$ cat src/hdl/cra_pkg.sv
// Constants, field positions and helpers for the CAN register access block
//
// Functional notes
// Writes accepted on base or broadcast identifier
// Single write: register, count one, value
// Multi write: start, count, marker, four bytes
// Count equals registers forming the object
// Marker starts 0xFF, decrements per message
// Reassemble split data by marker, not arrival
// Four data bytes always, count may shrink
// Cyclic send: control word, then set values
// Control bits: remote, output, resistance mode
// Control bit 3 acknowledges all alarms
// Control bits acted together, no priority
// Query on base plus one, start register
// Answers sent on base plus two
// Up to three registers: one reply message
// More than three: split, marker, five bytes
// Failed access: 65535 and error code
// Five cyclic objects, nonzero interval enables
// Coinciding cyclic objects sent back to back
// Cyclic interval never below twenty ms
// Cyclic sending runs while connected, switchable
// Broadcast identifier takes writes only
// Query and answer identifiers follow base
// Multi-byte fields sent most significant first
package cra_pkg;
   // ----------
   // APB register offsets
   // ----------
   localparam logic [7:0]  OFS_BASE_ID  = 8'h00;
   localparam logic [7:0]  OFS_BCAST_ID = 8'h04;
   localparam logic [7:0]  OFS_CS_BASE  = 8'h08;
   localparam logic [7:0]  OFS_CR_BASE  = 8'h0C;
   localparam logic [7:0]  OFS_CR_EN    = 8'h10;
   localparam logic [7:0]  OFS_IVL0     = 8'h14;
   localparam logic [7:0]  OFS_IVL4     = 8'h24;
   localparam logic [7:0]  OFS_STATUS   = 8'h28;
   localparam logic [7:0]  OFS_RXCNT    = 8'h2C;
   // ----------
   // Reset values
   // ----------
   localparam logic [10:0] RST_BASE_ID  = 11'h100;
   localparam logic [10:0] RST_BCAST_ID = 11'h0FF;
   localparam logic [10:0] RST_CS_BASE  = 11'h200;
   localparam logic [10:0] RST_CR_BASE  = 11'h300;
   // ----------
   // Frame layout
   // ----------
   localparam logic [10:0] QRY_OFS      = 11'h001;
   localparam logic [10:0] RSP_OFS      = 11'h002;
   localparam logic [10:0] CS_SET_OFS   = 11'h001;
   localparam logic [7:0]  MARK_FIRST   = 8'hFF;
   localparam logic [15:0] ERR_REG      = 16'hFFFF;
   localparam logic [7:0]  SINGLE_CNT   = 8'h01;
   localparam logic [3:0]  SINGLE_DLC   = 4'h5;
   localparam logic [3:0]  FULL_DLC     = 4'h8;
   localparam logic [3:0]  CW_DLC       = 4'h2;
   localparam logic [3:0]  ERR_DLC      = 4'h3;
   localparam logic [3:0]  SGL_POS      = 4'h2;
   localparam logic [3:0]  SPLIT_POS    = 4'h3;
   localparam logic [7:0]  MAX_SGL_REGS = 8'h03;
   localparam int          CW_REMOTE    = 0;
   localparam int          CW_OUTPUT    = 1;
   localparam int          CW_RMODE     = 2;
   localparam int          CW_ALARM     = 3;
   // ----------
   // Cyclic read timing and objects
   // ----------
   localparam int          NOBJ         = 5;
   localparam logic [15:0] MIN_IVL_MS   = 16'd20;
   localparam int          MS_NS        = 1000000;
   localparam int          CLK_NS       = 10;
   localparam int          TICK_CYC     = MS_NS / CLK_NS;
   localparam logic [4:0][3:0] CYC_DLC  = {4'h4, 4'h8, 4'h8, 4'h6, 4'h4};

   // Byte i of a payload, byte 0 in the top bits
   function automatic logic [7:0] get_byte(input logic [63:0] d, input logic [2:0] i);
      return d[{~i, 3'b000} +: 8];
   endfunction : get_byte

   // Interval in ms raised to the floor
   function automatic logic [15:0] clamp_ivl(input logic [15:0] iv);
      return (iv < MIN_IVL_MS) ? MIN_IVL_MS : iv;
   endfunction : clamp_ivl
endpackage : cra_pkg
$ cat src/hdl/cra_cyc_if.sv
// Link between frame engine and cyclic read scheduler
`timescale 1ns/1ps
`default_nettype none
interface cra_cyc_if;
   logic             enable;
   logic             link_up;
   logic [4:0][15:0] interval;
   logic [4:0]       due;
   logic             take;
   logic [2:0]       take_idx;
   modport ctrl  (output enable, link_up, interval, take, take_idx, input due);
   modport sched (input enable, link_up, interval, take, take_idx, output due);
endinterface : cra_cyc_if
`default_nettype wire

$ cat src/hdl/cra_can_access.sv
// CAN register access engine: write, query, cyclic send and cyclic read
`timescale 1ns/1ps
`default_nettype none
module cra_can_access #(
   parameter int TICK_CYC = cra_pkg::TICK_CYC
) (
   input  wire logic        pclk,
   input  wire logic        presetn,
   // APB slave
   input  wire logic [7:0]  paddr,
   input  wire logic        psel,
   input  wire logic        penable,
   input  wire logic        pwrite,
   input  wire logic [31:0] pwdata,
   output logic [31:0]      prdata,
   output logic             pready,
   output logic             pslverr,
   // Received CAN frames
   input  wire logic        rx_valid,
   output logic             rx_ready,
   input  wire logic [10:0] rx_id,
   input  wire logic [3:0]  rx_dlc,
   input  wire logic [63:0] rx_data,
   // Transmitted CAN frames
   output logic             tx_valid,
   input  wire logic        tx_ready,
   output logic [10:0]      tx_id,
   output logic [3:0]       tx_dlc,
   output logic [63:0]      tx_data,
   // Internal register map
   output logic             reg_req,
   output logic             reg_we,
   output logic [15:0]      reg_addr,
   output logic [15:0]      reg_wdata,
   input  wire logic        reg_ack,
   input  wire logic [15:0] reg_rdata,
   input  wire logic        reg_err,
   input  wire logic [7:0]  reg_err_code,
   // Connection state and cyclic data
   input  wire logic        link_up,
   input  wire logic [31:0] device_status,
   input  wire logic [3:0][63:0] cyc_data,
   // Cyclic send outputs
   output logic             remote_enable,
   output logic             output_enable,
   output logic             resistance_control_mode,
   output logic             volt_current_power_mode,
   output logic             alarm_ack,
   output logic [15:0]      set_voltage,
   output logic [15:0]      set_current,
   output logic [15:0]      set_power,
   output logic [15:0]      set_resistance
);
   typedef enum logic [2:0] {ST_IDLE, ST_WR, ST_QRD, ST_QPUT, ST_TX} cra_state_e;

   cra_state_e       state;
   logic [10:0]      base_id;
   logic [10:0]      bcast_id;
   logic [10:0]      cs_base;
   logic [10:0]      cr_base;
   logic             cr_en;
   logic [4:0][15:0] ivl;
   logic [7:0]       last_err;
   logic [15:0]      rx_cnt;
   logic             wr_two;
   logic [15:0]      wr_next;
   logic [15:0]      q_start;
   logic [8:0]       q_rem;
   logic             q_lo;
   logic [15:0]      rword;
   logic [7:0]       marker;
   logic [3:0]       pos;

   cra_cyc_if cyc ();

   // ----------
   // APB decode
   // ----------
   // Setup and access phases, each access answers at once
   wire        apb_setup = psel & ~penable;
   wire        apb_wr    = psel & penable & pwrite;
   wire [7:0]  ivl_rel   = paddr - cra_pkg::OFS_IVL0;
   wire [2:0]  ivl_idx   = ivl_rel[4:2];
   wire        ivl_hit   = (paddr >= cra_pkg::OFS_IVL0) & (paddr <= cra_pkg::OFS_IVL4) &
                           (paddr[1:0] == 2'b00);
   wire        hit_base  = (paddr == cra_pkg::OFS_BASE_ID);
   wire        hit_bcast = (paddr == cra_pkg::OFS_BCAST_ID);
   wire        hit_cs    = (paddr == cra_pkg::OFS_CS_BASE);
   wire        hit_cr    = (paddr == cra_pkg::OFS_CR_BASE);
   wire        hit_en    = (paddr == cra_pkg::OFS_CR_EN);
   wire        hit_stat  = (paddr == cra_pkg::OFS_STATUS);
   wire        hit_rxcnt = (paddr == cra_pkg::OFS_RXCNT);
   wire        hit_any   = hit_base | hit_bcast | hit_cs | hit_cr | hit_en | ivl_hit |
                           hit_stat | hit_rxcnt;
   wire        busy      = (state != ST_IDLE);
   wire [31:0] status_w  = {16'h0000, last_err, 7'h00, busy};

   // Read selection
   wire [31:0] rd_mux =
      hit_base  ? 32'(base_id)  :
      hit_bcast ? 32'(bcast_id) :
      hit_cs    ? 32'(cs_base)  :
      hit_cr    ? 32'(cr_base)  :
      hit_en    ? 32'(cr_en)    :
      ivl_hit   ? 32'(ivl[ivl_idx]) :
      hit_stat  ? status_w :
      hit_rxcnt ? 32'(rx_cnt) : 32'h00000000;

   assign pready = 1'b1;

   // Read data and error latched in the setup phase
   always_ff @(posedge pclk or negedge presetn) begin
      if (!presetn) begin
         prdata  <= 32'h00000000;
         pslverr <= 1'b0;
      end else if (apb_setup) begin
         prdata  <= pwrite ? 32'h00000000 : rd_mux;
         pslverr <= ~hit_any;
      end
   end

   // Configuration registers
   always_ff @(posedge pclk or negedge presetn) begin
      if (!presetn) begin
         base_id  <= cra_pkg::RST_BASE_ID;
         bcast_id <= cra_pkg::RST_BCAST_ID;
         cs_base  <= cra_pkg::RST_CS_BASE;
         cr_base  <= cra_pkg::RST_CR_BASE;
         cr_en    <= 1'b0;
         ivl      <= '0;
      end else if (apb_wr) begin
         if (hit_base)  base_id  <= pwdata[10:0];
         if (hit_bcast) bcast_id <= pwdata[10:0];
         if (hit_cs)    cs_base  <= pwdata[10:0];
         if (hit_cr)    cr_base  <= pwdata[10:0];
         if (hit_en)    cr_en    <= pwdata[0];
         if (ivl_hit)   ivl[ivl_idx] <= pwdata[15:0];
      end
   end

   // ----------
   // Received frame decode
   // ----------
   // Payload fields, byte 0 most significant
   wire [15:0] rx_reg   = rx_data[63:48];
   wire [7:0]  rx_cnt_f = rx_data[47:40];
   wire [7:0]  rx_mark  = rx_data[39:32];
   wire [15:0] rx_val1  = rx_data[39:24];
   wire [15:0] rx_wd0   = rx_data[31:16];
   wire [15:0] rx_wd1   = rx_data[15:0];

   // Identifier classes, query and answer ids track the base
   wire [10:0] qry_id   = base_id + cra_pkg::QRY_OFS;
   wire [10:0] rsp_id   = base_id + cra_pkg::RSP_OFS;
   wire        is_cw    = (rx_id == cs_base) & (rx_dlc >= cra_pkg::CW_DLC);
   wire        is_sv    = (rx_id == cs_base + cra_pkg::CS_SET_OFS) &
                          (rx_dlc == cra_pkg::FULL_DLC);
   wire        is_wr_id = (rx_id == base_id) | (rx_id == bcast_id);
   wire        is_qry   = (rx_id == qry_id) & (rx_dlc >= cra_pkg::CW_DLC);
   wire        is_sgl   = (rx_dlc == cra_pkg::SINGLE_DLC) &
                          (rx_cnt_f == cra_pkg::SINGLE_CNT);
   wire        is_mul   = (rx_dlc == cra_pkg::FULL_DLC);

   // Register offset of a split piece from its marker
   wire [15:0] m_off    = {7'h00, ~rx_mark, 1'b0};
   wire        m_ok0    = (m_off < {8'h00, rx_cnt_f});
   wire        m_ok1    = (m_off + 16'h0001 < {8'h00, rx_cnt_f});
   wire [15:0] m_addr   = rx_reg + m_off;

   // Query length, count byte when present
   wire [7:0]  q_cnt_in = (rx_dlc >= cra_pkg::ERR_DLC && rx_cnt_f != 8'h00) ?
                          rx_cnt_f : cra_pkg::SINGLE_CNT;
   wire        q_split  = (q_cnt_in > cra_pkg::MAX_SGL_REGS);

   // ----------
   // Cyclic read arbitration
   // ----------
   // Lowest due object wins, others follow back to back
   wire [2:0] due_idx =
      cyc.due[0] ? 3'd0 : cyc.due[1] ? 3'd1 : cyc.due[2] ? 3'd2 :
      cyc.due[3] ? 3'd3 : 3'd4;
   wire       cyc_go  = (state == ST_IDLE) & (|cyc.due);

   assign cyc.enable   = cr_en;
   assign cyc.link_up  = link_up;
   assign cyc.interval = ivl;
   assign cyc.take     = cyc_go;
   assign cyc.take_idx = due_idx;

   // Object payload, status first, bytes past its length cleared
   wire [63:0] cyc_keep = ~(64'hFFFFFFFFFFFFFFFF >> {cra_pkg::CYC_DLC[due_idx], 3'b000});
   wire [63:0] cyc_pay  = cyc_keep & ((due_idx == 3'd0) ? {device_status, 32'h00000000} :
                                      cyc_data[2'(due_idx - 3'd1)]);

   cra_cyc_sched #(
      .TICK_CYC (TICK_CYC)
   ) u_sched (
      .pclk    (pclk),
      .presetn (presetn),
      .cyc     (cyc)
   );

   // ----------
   // Handshakes
   // ----------
   assign rx_ready = (state == ST_IDLE) & ~cyc_go;
   assign tx_valid = (state == ST_TX);
   assign reg_req  = (state == ST_WR) | (state == ST_QRD);
   assign volt_current_power_mode = ~resistance_control_mode;
   wire   rx_take  = rx_valid & rx_ready;
   wire [7:0] q_byte = q_lo ? rword[7:0] : rword[15:8];

   // ----------
   // Cyclic send outputs
   // ----------
   // Control word bits applied together in the cycle after the frame is taken
   always_ff @(posedge pclk or negedge presetn) begin
      if (!presetn) begin
         remote_enable           <= 1'b0;
         output_enable           <= 1'b0;
         resistance_control_mode <= 1'b0;
         alarm_ack               <= 1'b0;
      end else begin
         alarm_ack <= rx_take & is_cw & rx_data[48 + cra_pkg::CW_ALARM];
         if (rx_take && is_cw) begin
            remote_enable           <= rx_data[48 + cra_pkg::CW_REMOTE];
            output_enable           <= rx_data[48 + cra_pkg::CW_OUTPUT];
            resistance_control_mode <= rx_data[48 + cra_pkg::CW_RMODE];
         end
      end
   end

   // Four set values in one frame
   always_ff @(posedge pclk or negedge presetn) begin
      if (!presetn) begin
         set_voltage    <= 16'h0000;
         set_current    <= 16'h0000;
         set_power      <= 16'h0000;
         set_resistance <= 16'h0000;
      end else if (rx_take && !is_cw && is_sv) begin
         set_voltage    <= rx_data[63:48];
         set_current    <= rx_data[47:32];
         set_power      <= rx_data[31:16];
         set_resistance <= rx_data[15:0];
      end
   end

   // Accepted frame counter
   always_ff @(posedge pclk or negedge presetn) begin
      if (!presetn) rx_cnt <= 16'h0000;
      else if (rx_take) rx_cnt <= rx_cnt + 16'h0001;
   end

   // ----------
   // Frame engine
   // ----------
   always_ff @(posedge pclk or negedge presetn) begin
      if (!presetn) begin
         state     <= ST_IDLE;
         reg_we    <= 1'b0;
         reg_addr  <= 16'h0000;
         reg_wdata <= 16'h0000;
         wr_two    <= 1'b0;
         wr_next   <= 16'h0000;
         q_start   <= 16'h0000;
         q_rem     <= 9'h000;
         q_lo      <= 1'b0;
         rword     <= 16'h0000;
         marker    <= 8'h00;
         pos       <= 4'h0;
         tx_id     <= 11'h000;
         tx_dlc    <= 4'h0;
         tx_data   <= '0;
         last_err  <= 8'h00;
      end else begin
         unique case (state)
            ST_IDLE: begin
               if (cyc_go) begin
                  tx_id   <= cr_base + {8'h00, due_idx};
                  tx_dlc  <= cra_pkg::CYC_DLC[due_idx];
                  tx_data <= cyc_pay;
                  q_rem   <= 9'h000;
                  state   <= ST_TX;
               end else if (rx_take && !is_cw && !is_sv && is_wr_id && is_sgl) begin
                  reg_we    <= 1'b1;
                  reg_addr  <= rx_reg;
                  reg_wdata <= rx_val1;
                  wr_two    <= 1'b0;
                  state     <= ST_WR;
               end else if (rx_take && !is_cw && !is_sv && is_wr_id && is_mul && m_ok0) begin
                  reg_we    <= 1'b1;
                  reg_addr  <= m_addr;
                  reg_wdata <= rx_wd0;
                  wr_next   <= rx_wd1;
                  wr_two    <= m_ok1;
                  state     <= ST_WR;
               end else if (rx_take && !is_cw && !is_sv && !is_wr_id && is_qry) begin
                  reg_we  <= 1'b0;
                  reg_addr <= rx_reg;
                  q_start <= rx_reg;
                  q_rem   <= {q_cnt_in, 1'b0};
                  q_lo    <= 1'b0;
                  marker  <= cra_pkg::MARK_FIRST;
                  pos     <= q_split ? cra_pkg::SPLIT_POS : cra_pkg::SGL_POS;
                  tx_id   <= rsp_id;
                  tx_data <= q_split ? {rx_reg, cra_pkg::MARK_FIRST, 40'h0000000000} :
                                       {rx_reg, 48'h000000000000};
                  state   <= ST_QRD;
               end
            end
            ST_WR: begin
               if (reg_ack && reg_err) begin
                  tx_id    <= rsp_id;
                  tx_dlc   <= cra_pkg::ERR_DLC;
                  tx_data  <= {cra_pkg::ERR_REG, reg_err_code, 40'h0000000000};
                  last_err <= reg_err_code;
                  q_rem    <= 9'h000;
                  state    <= ST_TX;
               end else if (reg_ack && wr_two) begin
                  reg_addr  <= reg_addr + 16'h0001;
                  reg_wdata <= wr_next;
                  wr_two    <= 1'b0;
               end else if (reg_ack) begin
                  reg_we <= 1'b0;
                  state  <= ST_IDLE;
               end
            end
            ST_QRD: begin
               if (reg_ack && reg_err) begin
                  tx_dlc   <= cra_pkg::ERR_DLC;
                  tx_data  <= {cra_pkg::ERR_REG, reg_err_code, 40'h0000000000};
                  last_err <= reg_err_code;
                  q_rem    <= 9'h000;
                  state    <= ST_TX;
               end else if (reg_ack) begin
                  rword <= reg_rdata;
                  q_lo  <= 1'b0;
                  state <= ST_QPUT;
               end
            end
            ST_QPUT: begin
               tx_data[{~pos[2:0], 3'b000} +: 8] <= q_byte;
               pos   <= pos + 4'h1;
               q_rem <= q_rem - 9'h001;
               q_lo  <= ~q_lo;
               if (q_lo) reg_addr <= reg_addr + 16'h0001;
               if (pos == cra_pkg::FULL_DLC - 4'h1 || q_rem == 9'h001) begin
                  tx_dlc <= pos + 4'h1;
                  state  <= ST_TX;
               end else if (q_lo) begin
                  state <= ST_QRD;
               end
            end
            ST_TX: begin
               if (tx_ready && q_rem != 9'h000) begin
                  marker  <= marker - 8'h01;
                  tx_data <= {q_start, marker - 8'h01, 40'h0000000000};
                  pos     <= cra_pkg::SPLIT_POS;
                  state   <= q_lo ? ST_QPUT : ST_QRD;
               end else if (tx_ready) begin
                  state <= ST_IDLE;
               end
            end
         endcase
      end
   end
endmodule : cra_can_access
`default_nettype wire

$ cat src/hdl/cra_cyc_sched.sv
// Cyclic read scheduler: per object millisecond timers
`timescale 1ns/1ps
`default_nettype none
module cra_cyc_sched #(
   parameter int TICK_CYC = cra_pkg::TICK_CYC
) (
   input  wire logic  pclk,
   input  wire logic  presetn,
   cra_cyc_if.sched   cyc
);
   localparam int PW = $clog2(TICK_CYC + 1);

   logic [PW-1:0]    pre;
   logic [4:0][15:0] ms_cnt;
   logic [4:0]       pend;
   logic [4:0]       active;
   logic [4:0]       fire;
   wire              tick = (pre == PW'(TICK_CYC - 1));

   // ----------
   // Millisecond prescaler
   // ----------
   always_ff @(posedge pclk or negedge presetn) begin
      if (!presetn) pre <= '0;
      else pre <= tick ? '0 : pre + PW'(1);
   end

   // Object active and interval elapsed
   for (genvar g = 0; g < cra_pkg::NOBJ; g++) begin : g_obj
      assign active[g] = cyc.enable & cyc.link_up & (cyc.interval[g] != 16'h0000);
      assign fire[g]   = active[g] & tick &
                         (ms_cnt[g] >= cra_pkg::clamp_ivl(cyc.interval[g]) - 16'h0001);
   end

   // Timers and pending flags, a new fire wins over take
   always_ff @(posedge pclk or negedge presetn) begin
      if (!presetn) begin
         ms_cnt <= '0;
         pend   <= '0;
      end else begin
         for (int i = 0; i < cra_pkg::NOBJ; i++) begin
            if (!active[i]) ms_cnt[i] <= 16'h0000;
            else if (tick) ms_cnt[i] <= fire[i] ? 16'h0000 : ms_cnt[i] + 16'h0001;
            if (fire[i]) pend[i] <= 1'b1;
            else if (!active[i] || (cyc.take && cyc.take_idx == 3'(i))) pend[i] <= 1'b0;
         end
      end
   end

   assign cyc.due = pend;
endmodule : cra_cyc_sched
`default_nettype wire

$ cat config.mk
export PLATFORM = sky130hd
export DESIGN_NAME = cra_can_access
export DESIGN_NICKNAME = d
export VERILOG_FILES = /design/src/hdl/cra_pkg.sv /design/src/hdl/cra_cyc_if.sv /design/src/hdl/cra_can_access.sv /design/src/hdl/cra_cyc_sched.sv
export SDC_FILE = /design/constraint.sdc
export NUM_CORES = 1
export LEC_CHECK = 0
export BUFFER_PORTS_ARGS = -buffer_cell sky130_fd_sc_hd__buf_2
export CORE_MARGIN = 5
export CORE_UTILIZATION = 45
export CTS_BUF_LIST = sky130_fd_sc_hd__clkbuf_2 sky130_fd_sc_hd__clkbuf_4 sky130_fd_sc_hd__clkbuf_8
export CTS_CLUSTER_DIAMETER = 100
export DETAILED_ROUTE_END_ITERATION = 8
export PLACE_DENSITY = 0.68
export SLEW_MARGIN = 40
export SYNTH_ARGS = -nofsm -noshare
export SYNTH_HDL_FRONTEND = slang
export SYNTH_SLANG_ARGS = --single-unit
$ cat constraint.sdc
create_clock -name pclk -period 8.4 [get_ports pclk]
set_input_delay 2.1 -clock pclk [delete_from_list [all_inputs] [get_ports pclk]]
set_output_delay 2.1 -clock pclk [all_outputs]
set_load 0.1 [all_outputs]
# Word-level counts from Yosys, hierarchy flattened
# Memory sizes are Yosys's and may differ from the RTL's.
# Index checks and enable logic that the tools add are counted.
[totals] ff_bits=538 mem_bits_ro=32 inputBits=441 output_inout_bits=218 n_memories=1
[classes] add_sub_neg=25 magnitude_cmp=21 eq_ne=57 shifts=3 muxes=141 bitwise=51 n_reduce_logical=80
[memory_table] name="(name not given)" depth=8 width=4 rd=1 rd_ports_with_merged_regs=0 write_ports=0 line="cra_can_access.sv:280" text="tx_dlc <= cra_pkg::CYC_DLC[due_idx];"
[ops] operator="$mux W16" n=43
[ops] operator="$mux W64" n=8
[ops] operator="$pmux W64 S4" n=1
[ops] operator="$bmux W64 S2" n=1
[ops] operator="$add A16 B1 Y16 const B" n=7
[ops] operator="$bwmux W80" n=1
[ops] operator="$ge A16 B16 Y1" n=5
[ops] operator="$lt A16 B5 Y1 const B" n=5
[ops] operator="$reduce_bool A16 Y1" n=5
[ops] operator="$sub A16 B1 Y16 const B" n=5
[ops] operator="$and A64 B64 Y64" n=1
[ops] operator="$bwmux W64" n=1
[ops] operator="$not A64 Y64" n=1
[ops] operator="$shift A8 B8 Y64 const A" n=1
[ops] operator="$shiftx A8 B8 Y64" n=1
[ops] operator="$shr A64 B7 Y64 const A" n=1
[ops] operator="$mux W8" n=7
[ops] operator="$eq A11 B11 Y1" n=5
[ops] operator="$mux W11" n=5
[ops] operator="$mux W3" n=17
[ops] operator="$bmux W16 S3" n=1
[ops] operator="$demux W16 S3" n=1
[ops] operator="$mux W48" n=1
[ops] operator="$pmux W16 S3" n=1
[ops] operator="75 further kinds" n=253

# Longest topological paths before layout
# Gate-level depths: netlist (run 1).
[depth] ltp_word=14 ltp_mapped=24 ltp_nobuf=21

# Hierarchy
# From an unflattened synthesis (run 1), not the netlist that was laid out.
[hier_totals] hier_cells=3472 hier_area_um2=33753.6
[by_module_without_submodules] module="cra_can_access" instances=1 cells_per_inst=2396 area_each_um2=24999.0 seq_area_each_um2=10525.1
[by_module_without_submodules] module="cra_cyc_sched" instances=1 cells_per_inst=1076 area_each_um2=8754.6 seq_area_each_um2=2552.4

# Worst setup path after synthesis (run 1)
# Ideal clock, no wire load.
[synth_path] kind="input to register" start="input paddr[2]" end="register ivl (netlist bit cyc.interval[21])" setup_ns=0.125 t_arrival_ns=5.369 path_slack_ns=2.906 stages=11 path_buffers=5 path_cell_list="clkbuf_1 -> inv_1 -> clkbuf_1 -> clkbuf_1 -> ha_1 -> xor2_1 -> clkbuf_1 -> nand2_1 -> nor4_1 -> buf_2 -> mux2_2"
[synth_between] elab_chain_len=6 word_cells_on_any_way=12
[synth_rtl] element="start, declared" line="cra_can_access.sv:10" text="input wire logic [7:0] paddr,"
[synth_rtl] element="$sub A5 B5 Y5" line="cra_can_access.sv:82" text="wire [7:0] ivl_rel = paddr - cra_pkg::OFS_IVL0;"
[synth_rtl] element="$lt A3 B4 Y1 (implied by the code) or $ge A3 B1 Y1 (tied branches)" line="cra_can_access.sv:137" text="if (ivl_hit) ivl[ivl_idx] <= pwdata[15:0];"
[synth_rtl] element="$logic_and A1 B1 Y1 (implied by the code)" line="cra_can_access.sv:137"
[synth_rtl] element="$mux W16 (implied by the code)" line="cra_can_access.sv:137"
[synth_rtl] element="$demux W16 S3" line="cra_can_access.sv:137"
[synth_rtl] element="$bwmux W80" line="cra_can_access.sv:137"
[synth_rtl] element="end signal, assigned by index" line="cra_can_access.sv:137"
[synth_rtl] element="end, declared" line="cra_can_access.sv:62" text="logic [4:0][15:0] ivl;"
# Parallel ways exist; a longest one is shown, timed or not.
# A chain may end at the register's enable or synchronous reset.

# Worst setup path in the final report (run 1)
[layout_path] start="register ivl (netlist bit cyc.interval[5])" end="register u_sched.ms_cnt[15] (netlist bit)"
[layout_between] elab_chain_len=8 word_cells_on_any_way=12
[layout_rtl] element="$lt A16 B5 Y1" line="cra_pkg.sv:84" text="return (iv < MIN_IVL_MS) ? MIN_IVL_MS : iv;"
[layout_rtl] element="$mux W16" line="cra_pkg.sv:84"
[layout_rtl] element="$sub A16 B1 Y16" line="cra_cyc_sched.sv:32" text="(ms_cnt[g] >= cra_pkg::clamp_ivl(cyc.interval[g]) - 16'h0001);"
[layout_rtl] element="$ge A16 B16 Y1" line="cra_cyc_sched.sv:32"
[layout_rtl] element="$and A1 B1 Y1" line="cra_cyc_sched.sv:31" text="assign fire[g] = active[g] & tick &"
[layout_rtl] element="$mux W16 (2 in a row)" line="cra_cyc_sched.sv:43" text="else if (tick) ms_cnt[i] <= fire[i] ? 16'h0000 : ms_cnt[i] + 16'h0001;"
[layout_rtl] element="$mux W16" line="cra_cyc_sched.sv:42" text="if (!active[i]) ms_cnt[i] <= 16'h0000;"
[layout_rtl] element="end signal, assigned by index" line="cra_cyc_sched.sv:43"
[layout_rtl] element="end, declared" line="cra_cyc_sched.sv:14" text="logic [4:0][15:0] ms_cnt;"
# Parallel ways exist; a longest one is shown, timed or not. The select of a mux whose other input is x is not followed.

==> qor.json, run 1 <==
{
  "power.density_cell_area_nw_per_um2": 242.3,
  "cts_inserted_buffers": 94,
  "timing.final.crit_share_pct": 72.34,
  "met3_usage_pct": 7.248,
  "yosys.cell_types.count": 91,
  "critical_path.max_stage_delay_ns": 0.65,
  "drt_first_pass_iters": 5,
  "syn-instance-count": 3296,
  "die_x_um": 278,
  "design.die.area_um2": 77280,
  "cts.reportedPaths.clkPinSlew_ns": 0.06,
  "chipHeight_um": 278,
  "hold_buffers": 0,
  "place.gp.congestion": 0.9623,
  "antenna_found_initial": 19,
  "cts_num_sinks": 522,
  "setup-tns-final_ns": 0,
  "synth-seq-cells": 522,
  "grtUsageMet2_pct": 46.19,
  "period_needed_ns": 6.077,
  "num-nets-final": 4466,
  "critical_path_class": "reg -> reg",
  "grt_use_total_pct": 28.96,
  "totalPowerFinal_w": 0.009371,
  "postRouteWirelength_um": 117000,
  "drt-vias-per-instance": 5.841,
  "critPathLaunchType": "flip-flop",
  "fin_worst_skew_ns": 0.05485,
  "post_dr_wirelength_cell_um": 23.70,
  "seq_area_frac_synth_pct": 40.46,
  "boundaryPins": 659,
  "gr-total-overflow": 0,
  "slowest_stage": "sky130_fd_sc_hd__o31ai_1",
  "largest_net_degree_at_the_start_of_global_routing": 143,
  "crit_required_ns": 8.95,
  "dr.first_iter.drc_count": 2359,
  "cts_root_buf": "sky130_fd_sc_hd__clkbuf_8",
  "worst_ep_arrival_time_ns": 6.63,
  "mostFrequentLayoutCell": "sky130_fd_sc_hd__buf_2",
  "post_synth.cell_area_avg_um2": 9.806,
  "cell_count_after_placement": 4747,
  "run_status": "completed",
  "critical_path_peak_fanout": 29,
  "worstMarginPinSlew_ns": 0.8600,
  "post_cts_resize_count": 0,
  "drc_errors": 0,
  "ir_worst_vdd_mv": 0.1654,
  "worstSetupEndpointType": "flip-flop",
  "grt_first_pass_wirelength_um": 173500,
  "p_leak_nw": 18.72,
  "layoutNonFillerInstCount": 4938,
  "rows": 98,
  "hold_class": "reg -> reg",
  "r2r.worst_path.cells": 20,
  "synth-async-reset-ratio_pct": 100.0,
  "worstHoldPathCells": 2,
  "final_layout_size_suffix_gt1_share_pct": 30.67,
  "layout.cells.most_common_list": "sky130_fd_sc_hd__buf_2, sky130_fd_sc_hd__dfrtp_1, sky130_fd_sc_hd__nand2_1, sky130_fd_sc_hd__mux2_2, sky130_fd_sc_hd__nor2_1",
  "portbufs": 625,
  "area.growth.synth_to_final_pct": 19.68,
  "final_area_um2": 38680,
  "maxClockFrequency_ghz": 0.1646,
  "max_cap_viol_count": 0,
  "synth.cell_area_um2": 32320,
  "hpwlAfterDp_um": 90500,
  "postCtsSetupBuffers": 0,
  "core-area_um2": 71360,
  "yosys_warnings": 0,
  "gr-usage-met1_pct": 37.20,
  "first_global_vias": 27820,
  "synth-edff-count": 0,
  "num_vias": 28840,
  "worst_slew_margin_pct": 42.45,
  "cts_tree": "done",
  "report.final.setup_viol": 0,
  "dpl_cell_area_um2": 36410,
  "synthFlopType": "sky130_fd_sc_hd__dfrtp_1",
  "antenna_left": 0,
  "cts_max_level": 3,
  "rsz_0062_raised_after_global_routing": "no",
  "clock_tree.buffer_depth": 3,
  "final_hold_viol_count": 0,
  "drv_slew": 0,
  "grt-busiest-layer": "met2",
  "insertion_delay_ns": 0.73,
  "start_util_pct": 45.29,
  "timing.critical_path.cells": "or4_1, or3_1, or4b_1, nor2_1, nand2_1, nand2_1, ha_1, nand2_1, or3_1, nor4_1, xnor2_1, ha_1, and4_1, o21ai_0, o221a_2, o31ai_1, or3_2, a31oi_1, o21ai_0, o21ai_0"
}
-- final timing paths --
check,startpoint,end,slack [ns]
worst min-delay path,reg_wdata[8],reg_wdata[8],0.47
worst max-delay path,cyc.interval[5],u_sched.ms_cnt[15],2.32
min in group asynchronous,presetn,u_sched.ms_cnt[38],1.31
worst min register to register,reg_wdata[8],reg_wdata[8],0.47
max in group asynchronous,presetn,tx_data[62],5.41
worst max register to register,cyc.interval[5],u_sched.ms_cnt[15],2.32
-- registers in the layout, indices dropped and copies added, names as in the netlist, 8 cells and up --
name and cells:
q_rem 9, reg_wdata 16, set_power 16, bcast_id 11
marker 8, rword 16, reg_addr 16, cs_base 11
rx_cnt 16, u_sched.pre 17, tx_data 64, wr_next 16
set_current 16, last_err 8, cyc.interval 80, tx_id 11
prdata 16, q_start 16, base_id 11, cr_base 11
set_resistance 16, u_sched.ms_cnt 80, set_voltage 16
-- worst max-delay path: cells and delay by family, from the launching register on --
family          cells  cell delay (ns)
compound gates      6             1.32
xor+xnor            1             0.15
fa+ha+maj           2             0.47
flops               1             0.48
simple gates       11             3.49
-- layout make-up --
class                   count  area (um^2)
fillers                  6484        32680
multi-input cells        2509        18250
flip-flops and latches    522        13080
repair buffers            673         3588
clock buffers             150         1902
well taps                 950         1189
inverters                  94        352.8
clock inverters            23        282.8
diodes                     17        42.54
-- logic make-up after synthesis --
| family | Yosys count | synth area share [%] |
|---|---|---|
| AND/OR/NAND/NOR | 1005 | 14.98 |
| AO/OA/AOI/OAI | 804 | 15.88 |
| flip-flops | 522 | 40.46 |
| multiplexers | 378 | 15.16 |
| buffers and inverters | 280 | 3.650 |
| XOR/XNOR | 171 | 4.634 |
| adder cells (fa/ha/maj) | 134 | 5.211 |
| other | 2 | 0.02324 |
-- synthesized netlist by cell type (9+ instances only) --
| cell type | count | area [um^2] |
|---|---|---|
| sky130_fd_sc_hd__dfrtp_1 | 510 | 12760 |
| sky130_fd_sc_hd__nand2_1 | 323 | 1212 |
| sky130_fd_sc_hd__mux2_2 | 243 | 2736 |
| sky130_fd_sc_hd__nor2_1 | 238 | 893.4 |
| sky130_fd_sc_hd__o21ai_0 | 219 | 1096 |
| sky130_fd_sc_hd__a21oi_1 | 208 | 1041 |
| sky130_fd_sc_hd__ha_1 | 129 | 1614 |
| sky130_fd_sc_hd__clkbuf_1 | 116 | 435.4 |
| sky130_fd_sc_hd__xnor2_1 | 97 | 849.6 |
| sky130_fd_sc_hd__inv_1 | 92 | 345.3 |
| sky130_fd_sc_hd__nand3_1 | 80 | 400.4 |
| sky130_fd_sc_hd__xor2_1 | 74 | 648.1 |
| sky130_fd_sc_hd__and3_1 | 68 | 425.4 |
| sky130_fd_sc_hd__nor3_1 | 67 | 335.3 |
| sky130_fd_sc_hd__mux4_2 | 64 | 1441 |
| sky130_fd_sc_hd__mux2i_1 | 61 | 610.6 |
| sky130_fd_sc_hd__nand2b_1 | 48 | 300.3 |
| sky130_fd_sc_hd__a221o_1 | 41 | 410.4 |
| sky130_fd_sc_hd__a31oi_1 | 38 | 237.7 |
| sky130_fd_sc_hd__a21o_1 | 34 | 255.2 |
| sky130_fd_sc_hd__a22oi_1 | 34 | 255.2 |
| sky130_fd_sc_hd__buf_2 | 31 | 155.2 |
| sky130_fd_sc_hd__o211ai_1 | 31 | 232.7 |
| sky130_fd_sc_hd__nor4_1 | 30 | 187.7 |
| sky130_fd_sc_hd__nand4_1 | 29 | 181.4 |
| sky130_fd_sc_hd__o22a_1 | 26 | 227.7 |
| sky130_fd_sc_hd__o31ai_1 | 26 | 195.2 |
| sky130_fd_sc_hd__and2_1 | 20 | 125.1 |
| sky130_fd_sc_hd__buf_4 | 20 | 150.1 |
| sky130_fd_sc_hd__o22ai_1 | 19 | 118.9 |
| sky130_fd_sc_hd__nor2b_1 | 18 | 112.6 |
| sky130_fd_sc_hd__or4_1 | 18 | 135.1 |
| sky130_fd_sc_hd__buf_1 | 17 | 63.81 |
| sky130_fd_sc_hd__a211oi_1 | 16 | 120.1 |
| sky130_fd_sc_hd__a22o_1 | 16 | 140.1 |
| sky130_fd_sc_hd__a221oi_1 | 15 | 131.4 |
| sky130_fd_sc_hd__o21ai_1 | 14 | 70.07 |
| sky130_fd_sc_hd__dfstp_2 | 12 | 315.3 |
| sky130_fd_sc_hd__or3_1 | 11 | 68.82 |
| sky130_fd_sc_hd__a32oi_1 | 10 | 87.58 |
| sky130_fd_sc_hd__mux2_1 | 10 | 112.6 |
| sky130_fd_sc_hd__or2_2 | 10 | 62.56 |
| sky130_fd_sc_hd__o21a_1 | 9 | 67.56 |
-- power breakdown --
part / internal [W] / switching [W] / leakage, nW
Combinational: 0.000907 / 0.00265 / 10.6
Clock: 0.00158 / 0.00118 / 1.15
Sequential: 0.00278 / 0.000274 / 7.01
Total: 0.00527 / 0.00410 / 18.7
-- stage by stage --
step	setup WS (ns)	hold WS (ns)	utilization, %
after floorplan	2.906	0.4459	-
after global placement	2.148	0.4572	50.87
after detailed placement	2.059	0.4650	51.02
after CTS	1.987	0.4794	54.08
after global routing	1.942	0.5023	54.18
final	2.323	0.4747	54.20
-- metal layers --
| metal | wire length (um) | part of all wire, % |
|---|---|---|
| met1 | 46670 | 40 |
| met2 | 54440 | 47 |
| met3 | 9974 | 8.5 |
| met4 | 5911 | 5.1 |
| met5 | 55 | 0.047 |
No activity file was read; power rests on OpenSTA's default activity.
==> inputs of run 2 (changes only) <==
- clock period: 8.4 -> 5.6 ns (I/O delays scaled with it)
==> run 2 against run 1 <==
Routed wire length increased by 0.36%. Cell count about the same. Sequential cell count unchanged. Sequential power increased by 48%. First-iteration DRC count decreased by 1.4%. Critical path depth increased by 2. Clock-buffer cell count decreased by 4. Via count increased by 0.27%. Register-to-register slack got worse by 1.9 ns.
==> qor.json, run 2 (synthesis gave the netlist of run 1 again) <==
{
  "dr.first_iter.drc_count": {"value": 2326, "change": "-1.4%"},
  "hold_class": "reg -> reg",
  "cts_tree": "done",
  "portbufs": {"value": 625, "change": "unchanged"},
  "run_status": "completed",
  "cts_num_sinks": {"value": 522, "change": "unchanged"},
  "critical_path_peak_fanout": {"value": 29, "change": "unchanged"},
  "grt_use_total": {"value": 28.91, "unit": "%", "change": "-0.048 points"},
  "mostFrequentLayoutCell": "sky130_fd_sc_hd__buf_2",
  "p_leak": {"value": 18.77, "unit": "nW", "change": "+0.24%"},
  "drv_slew": {"value": 0, "change": "unchanged"},
  "place.gp.congestion": {"value": 0.9688, "change": "+0.68%"},
  "area.growth.synth_to_final": {"value": 19.71, "unit": "%", "change": "about the same"},
  "rsz_0062_raised_after_global_routing": "no",
  "final_hold_viol_count": {"value": 0, "change": "unchanged"},
  "power.density_cell_area": {"value": 362.2, "unit": "nW/um^2", "change": "+50%"},
  "num_vias": {"value": 28920, "change": "+0.27%"},
  "antenna_found_initial": {"value": 17, "change": "-2"},
  "setup_slack": {"value": 0.4306, "unit": "ns", "change": "-1.893 ns"},
  "critical_path.max_stage_delay": {"value": 0.60, "unit": "ns", "change": "-0.05 ns"},
  "drc_errors": {"value": 0, "change": "unchanged"},
  "num-nets-final": {"value": 4478, "change": "+0.27%"},
  "slowest_stage": "sky130_fd_sc_hd__or4_1",
  "gr-total-overflow": {"value": 0, "change": "unchanged"},
  "maxClockFrequency": {"value": 0.1934, "unit": "GHz", "change": "+18%"},
  "boundaryPins": {"value": 659, "change": "unchanged"},
  "max_cap_viol_count": {"value": 0, "change": "unchanged"},
  "critPathLaunchType": "flip-flop",
  "hpwlAfterDp": {"value": 90680, "unit": "um", "change": "+0.20%"},
  "grt_first_pass_wirelength": {"value": 172900, "unit": "um", "change": "-0.35%"},
  "start_util": {"value": 45.29, "unit": "%", "change": "unchanged"},
  "report.final.setup_viol": {"value": 0, "change": "unchanged"},
  "die_x": {"value": 278, "unit": "um", "change": "unchanged"},
  "timing.final.crit_share": {"value": 92.31, "unit": "%", "change": "+20 points"},
  "fin_worst_skew": {"value": 0.04161, "unit": "ns", "change": "-0.01324 ns"},
  "timing.critical_path.cells": "or4_1, or4_1, or2_2, nor4_4, nand2_2, nand2_1, ha_1, nand2_1, nor2_1, nand3_1, nor3_1, xnor2_1, ha_1, a21o_1, a21oi_1, nor2b_1, o21ai_0, a32oi_1, nor3_2, buf_6, a41oi_1, a31oi_1",
  "cts_max_level": {"value": 3, "change": "unchanged"},
  "hold_buffers": {"value": 0, "change": "unchanged"},
  "ir_worst_vdd": {"value": 0.2355, "unit": "mV", "change": "+42%"},
  "largest_net_degree_at_the_start_of_global_routing": {"value": 109, "change": "-24%"},
  "drt-vias-per-instance": {"value": 5.852, "change": "+0.19%"},
  "postRouteWirelength": {"value": 117500, "unit": "um", "change": "+0.36%"},
  "crit_required": {"value": 6.20, "unit": "ns", "change": "-2.75 ns"},
  "rows": {"value": 98, "change": "unchanged"},
  "setup-tns-final": {"value": 0, "unit": "ns", "change": "unchanged"},
  "insertion_delay": {"value": 0.72, "unit": "ns", "change": "about the same"},
  "worstMarginPinSlew": {"value": 0.8079, "unit": "ns", "change": "-0.05214 ns"},
  "worst_slew_margin": {"value": 45.81, "unit": "%", "change": "+3.4 points"},
  "design.die.area": {"value": 77280, "unit": "um^2", "change": "unchanged"},
  "critical_path_class": "reg -> reg",
  "preCtsSetupSlack": {"value": 0.2714, "unit": "ns", "change": "-1.788 ns"},
  "first_global_vias": {"value": 27620, "change": "-0.74%"},
  "cts_root_buf": "sky130_fd_sc_hd__clkbuf_8",
  "clock_tree.buffer_depth": {"value": 3, "change": "unchanged"},
  "final_layout_size_suffix_gt1_share": {"value": 30.91, "unit": "%", "change": "+0.24 points"},
  "layout.cells.most_common_list": "sky130_fd_sc_hd__buf_2, sky130_fd_sc_hd__dfrtp_1, sky130_fd_sc_hd__nand2_1, sky130_fd_sc_hd__mux2_2, sky130_fd_sc_hd__nor2_1",
  "core-area": {"value": 71360, "unit": "um^2", "change": "unchanged"},
  "worstSetupEndpointType": "flip-flop",
  "chipHeight": {"value": 278, "unit": "um", "change": "unchanged"},
  "period_needed": {"value": 5.169, "unit": "ns", "change": "-0.9072 ns"},
  "cts_inserted_buffers": {"value": 93, "change": "-1.1%"},
  "cts.reportedPaths.clkPinSlew": {"value": 0.06, "unit": "ns", "change": "about the same"},
  "worst_ep_arrival_time": {"value": 5.77, "unit": "ns", "change": "-0.86 ns"},
  "postCtsSetupBuffers": {"value": 0, "change": "unchanged"},
  "totalPowerFinal": {"value": 0.01401, "unit": "W", "change": "+50%"},
  "antenna_left": {"value": 0, "change": "unchanged"},
  "drt_first_pass_iters": {"value": 7, "change": "+2"},
  "post_dr_wirelength_cell": {"value": 23.77, "unit": "um", "change": "+0.28%"}
}
-- run 2: cell types whose count changed in the layout (fill, tap and decap cells not counted), moves of 2 or more --
cell,delta
sky130_fd_sc_hd__o21ai_1,-2
sky130_fd_sc_hd__buf_16,-3
sky130_fd_sc_hd__buf_12,+3
sky130_fd_sc_hd__inv_6,-2
sky130_fd_sc_hd__inv_8,+2
sky130_fd_sc_hd__clkinvlp_4,-2
sky130_fd_sc_hd__diode_2,-4
sky130_fd_sc_hd__buf_4,+14
sky130_fd_sc_hd__clkbuf_8,-14
sky130_fd_sc_hd__clkbuf_4,+9
-- run 2: worst paths after layout --
kind                       cells past startpoint                 end        startpoint  slack [ns]
max in group asynchronous                      2           marker[2]           presetn        3.77
hold / removal                                 1          rx_cnt[15]        rx_cnt[15]        0.47
min in group asynchronous                      1  u_sched.ms_cnt[34]           presetn        0.71
hold reg to reg                                1          rx_cnt[15]        rx_cnt[15]        0.47
setup / recovery                              22  u_sched.ms_cnt[62]  cyc.interval[56]        0.43
setup reg to reg                              22  u_sched.ms_cnt[62]  cyc.interval[56]        0.43
-- run 2: cell type report --
class                      count  area (um^2)
fill                        6498        32670
multi-input combinational   2509        18280
timing repair buffer         686         3664
clock buffer                 146         1790
sequential                   522        13080
clock inverter                22        302.8
antenna                       13        32.53
tap                          950         1189
inverter                      94        352.8
-- run 2: metrics by stage --
stage	cell area, um^2	hold slack (ns)	std cells	utilization (%)
floorplan	32380	0.4459	3311	-
global placement	36460	0.4577	4759	51.09
detailed placement	36500	0.4659	4761	51.15
CTS	38600	0.4752	4929	54.09
global route	38690	0.4969	4940	54.21
finish	38690	0.4717	4942	54.22
-- run 2: report_power, final --
part	leakage (nW)	internal [W]	total (W)	switching, W
Sequential	7.01	0.00418	0.00453	0.000350
Combinational	10.6	0.00139	0.00546	0.00407
Clock	1.12	0.00229	0.00402	0.00174
Total	18.8	0.00785	0.0140	0.00616
-- run 2: critical path: cells and delay by family (launching register included) --
kind / cells / cell delay [ns]
xor+xnor: 1 / 0.17
buf+inv: 1 / 0.25
flops: 1 / 0.49
compound gates: 6 / 0.92
simple gates: 12 / 2.76
fa+ha+maj: 2 / 0.46
-- run 2: timing repair --
action	4_1_cts	5_1_grt
hold endpoints to repair	0	0
resized for setup	0	8
setup endpoints to repair	0	31
-- run 2: metal layers --
layer | share of wire [%] | global-route usage (%) | up-vias
met5 | 0.031 | 0 | -
met4 | 5.4 | 13.66 | 6
met3 | 8.6 | 6.963 | 257
met2 | 46 | 46.11 | 1239
met1 | 40 | 37.41 | 14080
li1 | - | - | 13340
